===== config.mk =====
export PLATFORM = sky130hd
export DESIGN_NAME = ptp_timestamp_clock
export DESIGN_NICKNAME = d
export VERILOG_FILES = /design/src/hdl/ptp_clock_pkg.sv /design/src/hdl/ptp_timestamp_clock.sv
export SDC_FILE = /design/constraint.sdc
export NUM_CORES = 1
export LEC_CHECK = 0
export BUFFER_PORTS_ARGS = -buffer_cell sky130_fd_sc_hd__buf_2
export CORE_ASPECT_RATIO = 0.8
export CORE_UTILIZATION = 25
export CTS_BUF_LIST = sky130_fd_sc_hd__clkbuf_16
export DETAILED_ROUTE_END_ITERATION = 12
export GPL_TIMING_DRIVEN = 1
export PLACE_DENSITY = 0.43
export SKIP_CTS_REPAIR_TIMING = 1
export SYNTH_ARGS = -nofsm -noshare
export SYNTH_HDL_FRONTEND = slang
export SYNTH_SLANG_ARGS = --single-unit

===== constraint.sdc =====
create_clock -name clock_i -period 5.42 [get_ports clock_i]
set_clock_uncertainty 0.1 [all_clocks]
set_input_delay 0.813 -clock clock_i [delete_from_list [all_inputs] [get_ports clock_i]]
set_output_delay 0.813 -clock clock_i [all_outputs]
set_load 0.005 [all_outputs]

===== src/hdl/ptp_clock_pkg.sv =====
// Constants, register map and carrier types of the precision-time clock
package ptp_clock_pkg;

  // Register offsets (byte addresses, one 32-bit word each)
  localparam logic [7:0] CONFIG_OFFSET   = 8'h00;
  localparam logic [7:0] STEP_OFFSET     = 8'h04;
  localparam logic [7:0] ADDEND_OFFSET   = 8'h08;
  localparam logic [7:0] SUBSEC_OFFSET   = 8'h0C;
  localparam logic [7:0] SECONDS_OFFSET  = 8'h10;
  localparam logic [7:0] STATUS_OFFSET   = 8'h14;

  // Configuration field positions
  localparam int FINE_BIT    = 0;
  localparam int DECIMAL_BIT = 1;
  localparam int V2_BIT      = 2;
  localparam int FILTER_BIT  = 3;
  localparam int SEL_LSB     = 4;
  localparam int UDP4_BIT    = 8;
  localparam int UDP6_BIT    = 9;
  localparam int RAW_BIT     = 10;
  localparam int EVERY_BIT   = 11;
  localparam int RUN_BIT     = 12;
  localparam int CONFIG_BITS = 13;

  // Reset values
  localparam logic [CONFIG_BITS-1:0] CONFIG_RESET = 13'h1700;
  localparam logic [31:0]            STEP_RESET   = 32'h0000_0014;
  localparam logic [31:0]            ADDEND_RESET = 32'h0000_0000;

  // Subsecond wrap points
  localparam logic [31:0] DECIMAL_LIMIT = 32'h3BA9_C9FF;
  localparam logic [31:0] BINARY_LIMIT  = 32'h7FFF_FFFF;

  // Message-subset selection codes
  typedef enum logic [3:0] {
    SEL_DEFAULT_SET       = 4'h0,
    SEL_SYNC_ONLY         = 4'h1,
    SEL_DELAY_REQ_ONLY    = 4'h2,
    SEL_ALL_MESSAGES      = 4'h3,
    SEL_SYNC_PEER_DELAY   = 4'h4,
    SEL_DELAY_PEER_DELAY  = 4'h5,
    SEL_SYNC_DELAY_SET    = 4'h6,
    SEL_PEER_DELAY_ONLY   = 4'h7
  } msg_select_type;

  // Message type codes delivered by the frame parser
  localparam logic [3:0] MSG_SYNC        = 4'h0;
  localparam logic [3:0] MSG_DELAY_REQ   = 4'h1;
  localparam logic [3:0] MSG_PDELAY_REQ  = 4'h2;
  localparam logic [3:0] MSG_PDELAY_RESP = 4'h3;
  localparam logic [3:0] MSG_FOLLOW_UP   = 4'h8;
  localparam logic [3:0] MSG_DELAY_RESP  = 4'h9;

  // Encapsulation codes
  typedef enum logic [1:0] {
    ENCAP_OTHER  = 2'h0,
    ENCAP_UDP_V4 = 2'h1,
    ENCAP_UDP_V6 = 2'h2,
    ENCAP_RAW_L2 = 2'h3
  } encap_type;

  // One received frame, as summarised by the MAC receive path
  typedef struct packed {
    logic       valid;
    logic       is_ptp;
    encap_type  encap;
    logic [3:0] version;
    logic [3:0] msg_type;
    logic       dest_match;
  } rx_frame_type;

  // A time value
  typedef struct packed {
    logic [31:0] seconds;
    logic [31:0] subsec;
  } ptp_time_type;

endpackage


===== src/hdl/ptp_timestamp_clock.sv =====
// Precision-time system clock with addend accumulator and frame stamp decision
//
// Contract
// Fine mode steps subsecond only on carry
// Addend added to accumulator every tick
// Addend writable any time, trims rate
// Software derives addend and step values
// Decimal mode wraps after 0x3BA9C9FF
// Binary mode wraps after 0x7FFFFFFF
// Coarse mode steps subsecond every tick
// Version bit selects v2 or v1 parsing
// Filter passes only matching destination addresses
// Message-select field restricts stamped types
// UDP over IPv4 gated by enable
// UDP over IPv6 gated by enable
// Raw Ethernet messages gated by enable
// Every-frame option stamps all received frames
// Every-frame without subset stamps default set
// Step and configuration readable by software
// Seconds count once per subsecond wrap
// Seconds rollover sets readable clearable flag
// Accumulator wraps modulo two to 32
// Mode changes act next tick, seconds kept
`timescale 1ns/100ps

module ptp_timestamp_clock
  import ptp_clock_pkg::*;
(
  // Clock and reset
  input  wire logic         clock_i,
  input  wire logic         rst_i,
  // Register port
  input  wire logic [7:0]   addr_i,
  input  wire logic [31:0]  wdata_i,
  input  wire logic         wr_i,
  input  wire logic         rd_i,
  output logic      [31:0]  rdata_o,
  // Receive frame summary from the MAC
  input  wire rx_frame_type rx_frame_i,
  // Stamp result
  output logic              stamp_valid_o,
  output ptp_time_type      stamp_time_o,
  // Live time and status
  output ptp_time_type      time_o,
  output logic              sec_overflow_o
);

  // Configuration decode
  logic [CONFIG_BITS-1:0] config_reg;
  logic [31:0]            step_reg;
  logic [31:0]            addend_reg;
  logic [31:0]            acc_reg;
  logic [31:0]            subsec_reg;
  logic [31:0]            seconds_reg;
  logic                   overflow_reg;
  logic [31:0]            rdata_reg;
  logic                   stamp_valid_reg;
  ptp_time_type           stamp_time_reg;

  wire logic           fine_update_select;
  wire logic           decimal_wrap_select;
  wire logic           protocol_v2_select;
  wire logic           dest_address_filter_on;
  wire msg_select_type msg_select;
  wire logic           accept_udp_v4;
  wire logic           accept_udp_v6;
  wire logic           accept_raw_l2;
  wire logic           stamp_every_rx_frame;
  wire logic           clock_run;

  assign fine_update_select     = config_reg[FINE_BIT];
  assign decimal_wrap_select    = config_reg[DECIMAL_BIT];
  assign protocol_v2_select     = config_reg[V2_BIT];
  assign dest_address_filter_on = config_reg[FILTER_BIT];
  assign msg_select             = msg_select_type'(config_reg[SEL_LSB +: 4]);
  assign accept_udp_v4          = config_reg[UDP4_BIT];
  assign accept_udp_v6          = config_reg[UDP6_BIT];
  assign accept_raw_l2          = config_reg[RAW_BIT];
  assign stamp_every_rx_frame   = config_reg[EVERY_BIT];
  assign clock_run              = config_reg[RUN_BIT];

  // Register port decode
  wire logic hit_config;
  wire logic hit_step;
  wire logic hit_addend;
  wire logic hit_status;
  wire logic clear_overflow;
  wire logic wr_config;
  wire logic wr_step;
  wire logic wr_addend;

  assign hit_config     = addr_i == CONFIG_OFFSET;
  assign hit_step       = addr_i == STEP_OFFSET;
  assign hit_addend     = addr_i == ADDEND_OFFSET;
  assign hit_status     = addr_i == STATUS_OFFSET;
  assign clear_overflow = wr_i && hit_status && wdata_i[0];
  assign wr_config      = wr_i && hit_config;
  assign wr_step        = wr_i && hit_step;
  assign wr_addend      = wr_i && hit_addend;

  // Accumulator and subsecond arithmetic
  wire logic [32:0] acc_sum;
  wire logic        acc_carry;
  wire logic        step_now;
  wire logic [31:0] wrap_limit;
  wire logic [32:0] sub_sum;
  wire logic        sub_wrap;
  wire logic [31:0] subsec_next;
  wire logic [31:0] seconds_next;
  wire logic        sec_roll;
  wire logic [31:0] acc_next;

  assign acc_sum    = {1'b0, acc_reg} + {1'b0, addend_reg};
  assign acc_carry  = acc_sum[32];
  assign acc_next   = clock_run ? acc_sum[31:0] : acc_reg;
  // Mode bits are read live, so a change acts on the very next tick
  assign step_now   = clock_run && (fine_update_select ? acc_carry : 1'b1);
  assign wrap_limit = decimal_wrap_select ? DECIMAL_LIMIT : BINARY_LIMIT;
  assign sub_sum    = {1'b0, subsec_reg} + {1'b0, step_reg};
  assign sub_wrap   = sub_sum > {1'b0, wrap_limit};
  // Counting restarts at zero past the limit; the excess carries over
  assign subsec_next = !step_now ? subsec_reg :
                       sub_wrap  ? 32'(sub_sum - {1'b0, wrap_limit} - 33'h0_0000_0001) :
                                   sub_sum[31:0];
  assign sec_roll     = step_now && sub_wrap && (seconds_reg == 32'hFFFF_FFFF);
  assign seconds_next = (step_now && sub_wrap) ? seconds_reg + 32'h0000_0001
                                               : seconds_reg;

  // Frame stamp decision
  function automatic logic in_default_set(input logic [3:0] t);
    in_default_set = (t == MSG_SYNC) || (t == MSG_FOLLOW_UP) ||
                     (t == MSG_DELAY_REQ) || (t == MSG_DELAY_RESP);
  endfunction

  function automatic logic is_peer(input logic [3:0] t);
    is_peer = (t == MSG_PDELAY_REQ) || (t == MSG_PDELAY_RESP);
  endfunction

  logic type_selected;

  always_comb begin
    case (msg_select)
      SEL_DEFAULT_SET:      type_selected = in_default_set(rx_frame_i.msg_type);
      SEL_SYNC_ONLY:        type_selected = rx_frame_i.msg_type == MSG_SYNC;
      SEL_DELAY_REQ_ONLY:   type_selected = rx_frame_i.msg_type == MSG_DELAY_REQ;
      SEL_ALL_MESSAGES:     type_selected = 1'b1;
      SEL_SYNC_PEER_DELAY:  type_selected = (rx_frame_i.msg_type == MSG_SYNC) ||
                                            is_peer(rx_frame_i.msg_type);
      SEL_DELAY_PEER_DELAY: type_selected = (rx_frame_i.msg_type == MSG_DELAY_REQ) ||
                                            is_peer(rx_frame_i.msg_type);
      SEL_SYNC_DELAY_SET:   type_selected = rx_frame_i.msg_type == MSG_DELAY_REQ;
      SEL_PEER_DELAY_ONLY:  type_selected = is_peer(rx_frame_i.msg_type);
      default:              type_selected = 1'b0;
    endcase
  end

  wire logic version_ok;
  wire logic udp_v4_ok;
  wire logic udp_v6_ok;
  wire logic raw_l2_ok;
  wire logic encap_ok;
  wire logic dest_ok;
  wire logic ptp_ok;
  wire logic stamp_now;

  assign version_ok = rx_frame_i.version == (protocol_v2_select ? 4'h2 : 4'h1);
  assign udp_v4_ok  = rx_frame_i.encap == ENCAP_UDP_V4 && accept_udp_v4;
  assign udp_v6_ok  = rx_frame_i.encap == ENCAP_UDP_V6 && accept_udp_v6;
  assign raw_l2_ok  = rx_frame_i.encap == ENCAP_RAW_L2 && accept_raw_l2;
  assign encap_ok   = udp_v4_ok || udp_v6_ok || raw_l2_ok;
  assign dest_ok    = !dest_address_filter_on || rx_frame_i.dest_match;
  assign ptp_ok     = rx_frame_i.is_ptp && version_ok && encap_ok && dest_ok;
  // Stamps need a running clock; a stopped clock would give stale times
  assign stamp_now  = rx_frame_i.valid && clock_run &&
                      ((stamp_every_rx_frame && msg_select != SEL_DEFAULT_SET) ||
                       (ptp_ok && type_selected));

  // Read mux
  logic [31:0] read_value;

  always_comb begin
    case (addr_i)
      CONFIG_OFFSET:  read_value = {{(32-CONFIG_BITS){1'b0}}, config_reg};
      STEP_OFFSET:    read_value = step_reg;
      ADDEND_OFFSET:  read_value = addend_reg;
      SUBSEC_OFFSET:  read_value = subsec_reg;
      SECONDS_OFFSET: read_value = seconds_reg;
      STATUS_OFFSET:  read_value = {31'h0000_0000, overflow_reg};
      default:        read_value = 32'h0000_0000;
    endcase
  end

  // Software-written registers, one block each
  always_ff @(posedge clock_i) begin
    if (rst_i) begin
      config_reg <= CONFIG_RESET;
    end else if (wr_config) begin
      config_reg <= wdata_i[CONFIG_BITS-1:0];
    end
  end

  always_ff @(posedge clock_i) begin
    if (rst_i) begin
      step_reg <= STEP_RESET;
    end else if (wr_step) begin
      step_reg <= wdata_i;
    end
  end

  // Addend is never locked out, so software can trim the rate while running
  always_ff @(posedge clock_i) begin
    if (rst_i) begin
      addend_reg <= ADDEND_RESET;
    end else if (wr_addend) begin
      addend_reg <= wdata_i;
    end
  end

  // Time counters
  always_ff @(posedge clock_i) begin
    if (rst_i) begin
      acc_reg <= 32'h0000_0000;
    end else begin
      acc_reg <= acc_next;
    end
  end

  always_ff @(posedge clock_i) begin
    if (rst_i) begin
      subsec_reg <= 32'h0000_0000;
    end else begin
      subsec_reg <= subsec_next;
    end
  end

  // Seconds only move on a subsecond wrap, never on a mode change
  always_ff @(posedge clock_i) begin
    if (rst_i) begin
      seconds_reg <= 32'h0000_0000;
    end else begin
      seconds_reg <= seconds_next;
    end
  end

  // Seconds overflow flag: a new rollover beats a clear in the same cycle
  always_ff @(posedge clock_i) begin
    if (rst_i) begin
      overflow_reg <= 1'b0;
    end else if (sec_roll) begin
      overflow_reg <= 1'b1;
    end else if (clear_overflow) begin
      overflow_reg <= 1'b0;
    end
  end

  // Read data, stamp pulse and stamp time
  wire logic [31:0] rdata_next;
  wire ptp_time_type time_now;
  wire ptp_time_type stamp_time_next;

  assign rdata_next      = rd_i ? read_value : 32'h0000_0000;
  assign time_now        = '{seconds: seconds_reg, subsec: subsec_reg};
  assign stamp_time_next = stamp_now ? time_now : stamp_time_reg;

  always_ff @(posedge clock_i) begin
    if (rst_i) begin
      rdata_reg <= 32'h0000_0000;
    end else begin
      rdata_reg <= rdata_next;
    end
  end

  always_ff @(posedge clock_i) begin
    if (rst_i) begin
      stamp_valid_reg <= 1'b0;
    end else begin
      stamp_valid_reg <= stamp_now;
    end
  end

  always_ff @(posedge clock_i) begin
    if (rst_i) begin
      stamp_time_reg <= '0;
    end else begin
      stamp_time_reg <= stamp_time_next;
    end
  end

  assign rdata_o        = rdata_reg;
  assign stamp_valid_o  = stamp_valid_reg;
  assign stamp_time_o   = stamp_time_reg;
  assign time_o         = time_now;
  assign sec_overflow_o = overflow_reg;

endmodule


==> summary by stage <==
Worst setup path
The critical-path cell with the highest stage delay is sky130_fd_sc_hd__or4_1. The number of buffers and inverters on the critical path is 4. The worst stage delay on the critical path is 500 ps. STA classifies the critical path endpoint as a register. The nature of the critical path startpoint is a register. The dominant delay contributor by cell family on the critical path is compound AO/OA/AOI/OAI gates.

The critical path is of the register to register type. The signal on the critical path passes through ha_4, inv_2, fa_2, nand2b_4, a21o_1, a22oi_1, a31oi_1, xor2_1, buf_4, fa_1, o41ai_2, nor4b_2, o221a_2, a211oi_1, o31a_4, buf_4, clkbuf_16, or4_1, a21oi_1. The worst path required time is 5790 ps. The most frequent cell on the critical path is sky130_fd_sc_hd__buf_4. The critical path data arrival time is between 5000 and 6000 ps. In this run the worst path has a maximum fanout of 12.

Synth
The number of enable flip-flop cells after synthesis is 0. Yosys attributes the largest share of cell area to sky130_fd_sc_hd__dfxtp_1 36%, sky130_fd_sc_hd__mux2i_1 6.4%, sky130_fd_sc_hd__ha_1 6.3%, sky130_fd_sc_hd__a21oi_1 6.2%, sky130_fd_sc_hd__nand2_1 6.1%. The synthesized netlist net count is just under 2k.

The part of the Yosys area used for sequential elements is 36.3%. sky130_fd_sc_hd__dfxtp_1 takes more of the synthesized area than any other cell. The instance count of the mapped netlist is between 1.5k and 2k. Each instance of the synthesized netlist takes up on average just over 8 um2. For this run, the number of Yosys warnings is 0. Among all flip-flop cells after synthesis, the most frequent one is sky130_fd_sc_hd__dfxtp_1.

The netlist area before placement is roughly 15,000 um2. The share of Yosys cell area claimed by the top area cell type is 36.3%. The post-synthesis async set-or-reset flop share is 0%. The count of different cell masters after synthesis is between 80 and 90. After synthesis the netlist holds a flip-flop and latch count of around 270.

Timing
Derived from the worst setup path, the maximum achievable clock frequency is roughly 0.19 GHz. In the finished design, the share of the clock period the worst path needs comes to around 97%. The total count of max-transition violations in the final report is 0. Setup violations remaining at the end of the flow were counted as 0. Adding up every negative setup slack in the final design gives 0 ps.

The worst pin sits at a relative slew slack of between 20% and 30%. The number of hold violations in the final report is 0. Setup repair after global routing could not meet its margin everywhere.

On the final layout, the worst hold slack is approximately 360 ps. At the pin with the least slew margin, the transition time is about 1100 ps. The routed design could run at a clock period as short as 5250 ps.

Power and ir drop
In this run switching power makes up between 20% and 30% of total power. In this run the power density over the cells is 245 nW/um2. The fraction of power consumed by the clock network is around 50%. Cell internal power was estimated by the tool at roughly 0.0035 W. The sequential cell fraction of total power is ~44%. The total power consumption of the routed design is 0.00456 W. In this run, the combinational gates consume ~5.2% of the power. The switching power summed over all nets is 0.00111 W. For this design the static power due to leakage is approximately 7.8 nW.

The highest ir drop seen on vdd is approximately 0.17 mV.

Floorplan
The I/O pin total is 219. The initial utilization of the core area, before any placement, comes to between 20% and 30%. The total area inside the core boundary comes to 58,600 um2. The width of the chip is around 280 um.

The chip height is roughly 220 um. The floorplan step defined a die boundary enclosing roughly 61,000 um2. Row generation in the floorplan step produced between 70 and 80 rows.

Global route
Global routing finished with a remaining overflow of 0. Entering global routing, the biggest net connects a little over 90 pins. The via count of the first global-routing pass is about 14k.

The first global-routing pass estimated approximately 86,000 um of wire. Global routing used 18.9% of the available tracks across all layers. The number of antenna violations at the first check in global routing is 4.

Detailed routing
After detailed routing, no signal wire sits above met4. Before antenna repair, the detailed router went through 7 iterations. The number of nets still failing antenna checks after routing is 0. Summed over all nets, wire length on met3 after detailed routing comes to 4120 um.

After detailed routing, the number of vias per cell comes to a little over 5. In the final routing, the length of wire on met1 measures ~29,000 um. Dividing the detail-routed wire length by the instance count gives 20.7 um.

The iteration-0 DRC count of the detailed router is around 1.1k. The number of DRC violations after detailed routing is 0. The sum of met2 wire segment lengths after detailed routing is about 24,000 um. The vias after detailed routing is 14.6k. The total detailed-routing wirelength is roughly 60,000 um.

Clock tree
Counting the buffers created by CTS gives 35. The insertion delay to the later sink of the worst-skew pair is 550 ps. The clock tree synthesis step divided the H-tree into 2 levels.

The clock tree buffer depth is 3. The clock slew at the register clock pins of the worst setup and hold paths is roughly 60 ps. TritonCTS built the clock tree. The cell sitting at the root of the clock tree is a sky130_fd_sc_hd__clkbuf_16. The tree built by TritonCTS fans out to around 270 sinks.

Status
The flow ran to the end, and the final reports show no timing, DRC or antenna violations.

Finish
The non-filler instance count after layout is approximately 2.8k. The area added between synthesis and finish is 24.6%. At the end of the flow, the number of nets in the layout was 2,180.

The number of flip-flops under the largest register name is 64. Cells with a size suffix above 1 make up 21.2% of the layout.

Hold path
The type of the most critical hold path is register to register.

Flow run
Max-cap violations in this run came to 0.

Placed design
The placed instance count is approximately 2.8k. The congestion estimate from routability-driven global placement came to 0.936. The final HPWL from detailed placement is between 40,000 and 50,000 um. The quantity of I/O buffers inserted on ports is 218.
[per-layer routing]
| layer | vias up | GRT usage, % |
|---|---|---|
| li1 | 7054 | - |
| met1 | 7081 | 27.5 |
| met3 | 64 | 4.49 |
| met5 | - | 0 |
| met4 | 0 | 4.86 |
| met2 | 443 | 27.4 |
[power groups by stage]
stage	sequential (W)	clock [W]	combinational, W
6_report	0.00201	0.00231	0.000236
3_5_place_dp	0.00206	0	0.000230
2_1_floorplan	0.00206	0	0.000114
5_1_grt	0.00201	0.00247	0.000255
4_1_cts	0.00201	0.00239	0.000230
3_3_place_gp	0.00206	0	0.000229
[cells by family after synthesis]
logic type	count (synthesis)	synth area share, %
flops	271	36.3
fa+ha+maj	78	6.69
mux	110	7.49
simple gates	667	20.8
xor+xnor	61	3.58
buf+inv	143	3.81
compound gates	483	21.3
[cells in the mapped netlist (all sizes together) (29+ instances only)]
cell / instances
inv: 29
ha: 75
o21ai: 69
nor2: 180
a21oi: 189
nand3: 47
nor3: 34
xnor2: 39
clkbuf: 92
dfxtp: 271
mux2i: 96
a22oi: 51
nand2: 241
[worst paths after layout]
| kind | startpoint | to | slack, ps | cells after the start |
|---|---|---|---|---|
| setup reg to reg | step_reg[0]$_SDFFE_PP0P_ | seconds_reg[15]$_SDFFE_PP0P_ | 170 | 19 |
| setup / recovery | step_reg[0]$_SDFFE_PP0P_ | seconds_reg[15]$_SDFFE_PP0P_ | 170 | 19 |
| hold / removal | config_reg[0]$_SDFFE_PP0P_ | config_reg[0]$_SDFFE_PP0P_ | 360 | 2 |
| hold reg to reg | config_reg[0]$_SDFFE_PP0P_ | config_reg[0]$_SDFFE_PP0P_ | 360 | 2 |
[final cells by class]
cell class,count,area (um2)
timing repair buffer,307,1840
multi-input combinational,1399,9140
inverter,31,116
tap,769,962
clock buffer,37,926
sequential,271,5430
clock inverter,25,181
antenna,5,12.5
fill,6235,40000
[per-stage QoR]
stage	utilization, %	cell area (um2)	setup slack (ps)
after global placement	29.3	17200	-81.5
after global routing	31.7	18600	-63.2
after floorplan	-	14900	142
after CTS	31.2	18300	-230
final	31.7	18600	166
after detailed placement	29.3	17200	-191
[layout by cell type (no fill, tap or decap), types with 16 or more instances in the layout]
master and n:
sky130_fd_sc_hd__a21o_1 23, sky130_fd_sc_hd__a21oi_1 183, sky130_fd_sc_hd__a22oi_1 51, sky130_fd_sc_hd__and3_1 17, sky130_fd_sc_hd__buf_2 217, sky130_fd_sc_hd__buf_4 81
sky130_fd_sc_hd__clkbuf_16 38, sky130_fd_sc_hd__dfxtp_1 268, sky130_fd_sc_hd__ha_1 74, sky130_fd_sc_hd__inv_1 33, sky130_fd_sc_hd__mux2i_1 96, sky130_fd_sc_hd__nand2_1 241
sky130_fd_sc_hd__nand3_1 45, sky130_fd_sc_hd__nand4_1 23, sky130_fd_sc_hd__nor2_1 178, sky130_fd_sc_hd__nor2b_1 23, sky130_fd_sc_hd__nor3_1 30, sky130_fd_sc_hd__o21ai_0 56
sky130_fd_sc_hd__or4_1 16, sky130_fd_sc_hd__xnor2_1 38, sky130_fd_sc_hd__xor2_1 22
[worst reg2reg max path: stages, from the launching register on]
cell,delay [ps]
sky130_fd_sc_hd__dfxtp_2,350
sky130_fd_sc_hd__ha_4,140
sky130_fd_sc_hd__inv_2,40
sky130_fd_sc_hd__fa_2,350
sky130_fd_sc_hd__nand2b_4,150
sky130_fd_sc_hd__a21o_1,170
sky130_fd_sc_hd__a22oi_1,240
sky130_fd_sc_hd__a31oi_1,180
sky130_fd_sc_hd__xor2_1,190
sky130_fd_sc_hd__buf_4,170
sky130_fd_sc_hd__fa_1,470
sky130_fd_sc_hd__o41ai_2,400
sky130_fd_sc_hd__nor4b_2,310
sky130_fd_sc_hd__o221a_2,330
sky130_fd_sc_hd__a211oi_1,160
sky130_fd_sc_hd__o31a_4,440
sky130_fd_sc_hd__buf_4,170
sky130_fd_sc_hd__clkbuf_16,160
sky130_fd_sc_hd__or4_1,500
sky130_fd_sc_hd__a21oi_1,140
Power figures use the tool's default switching activity.
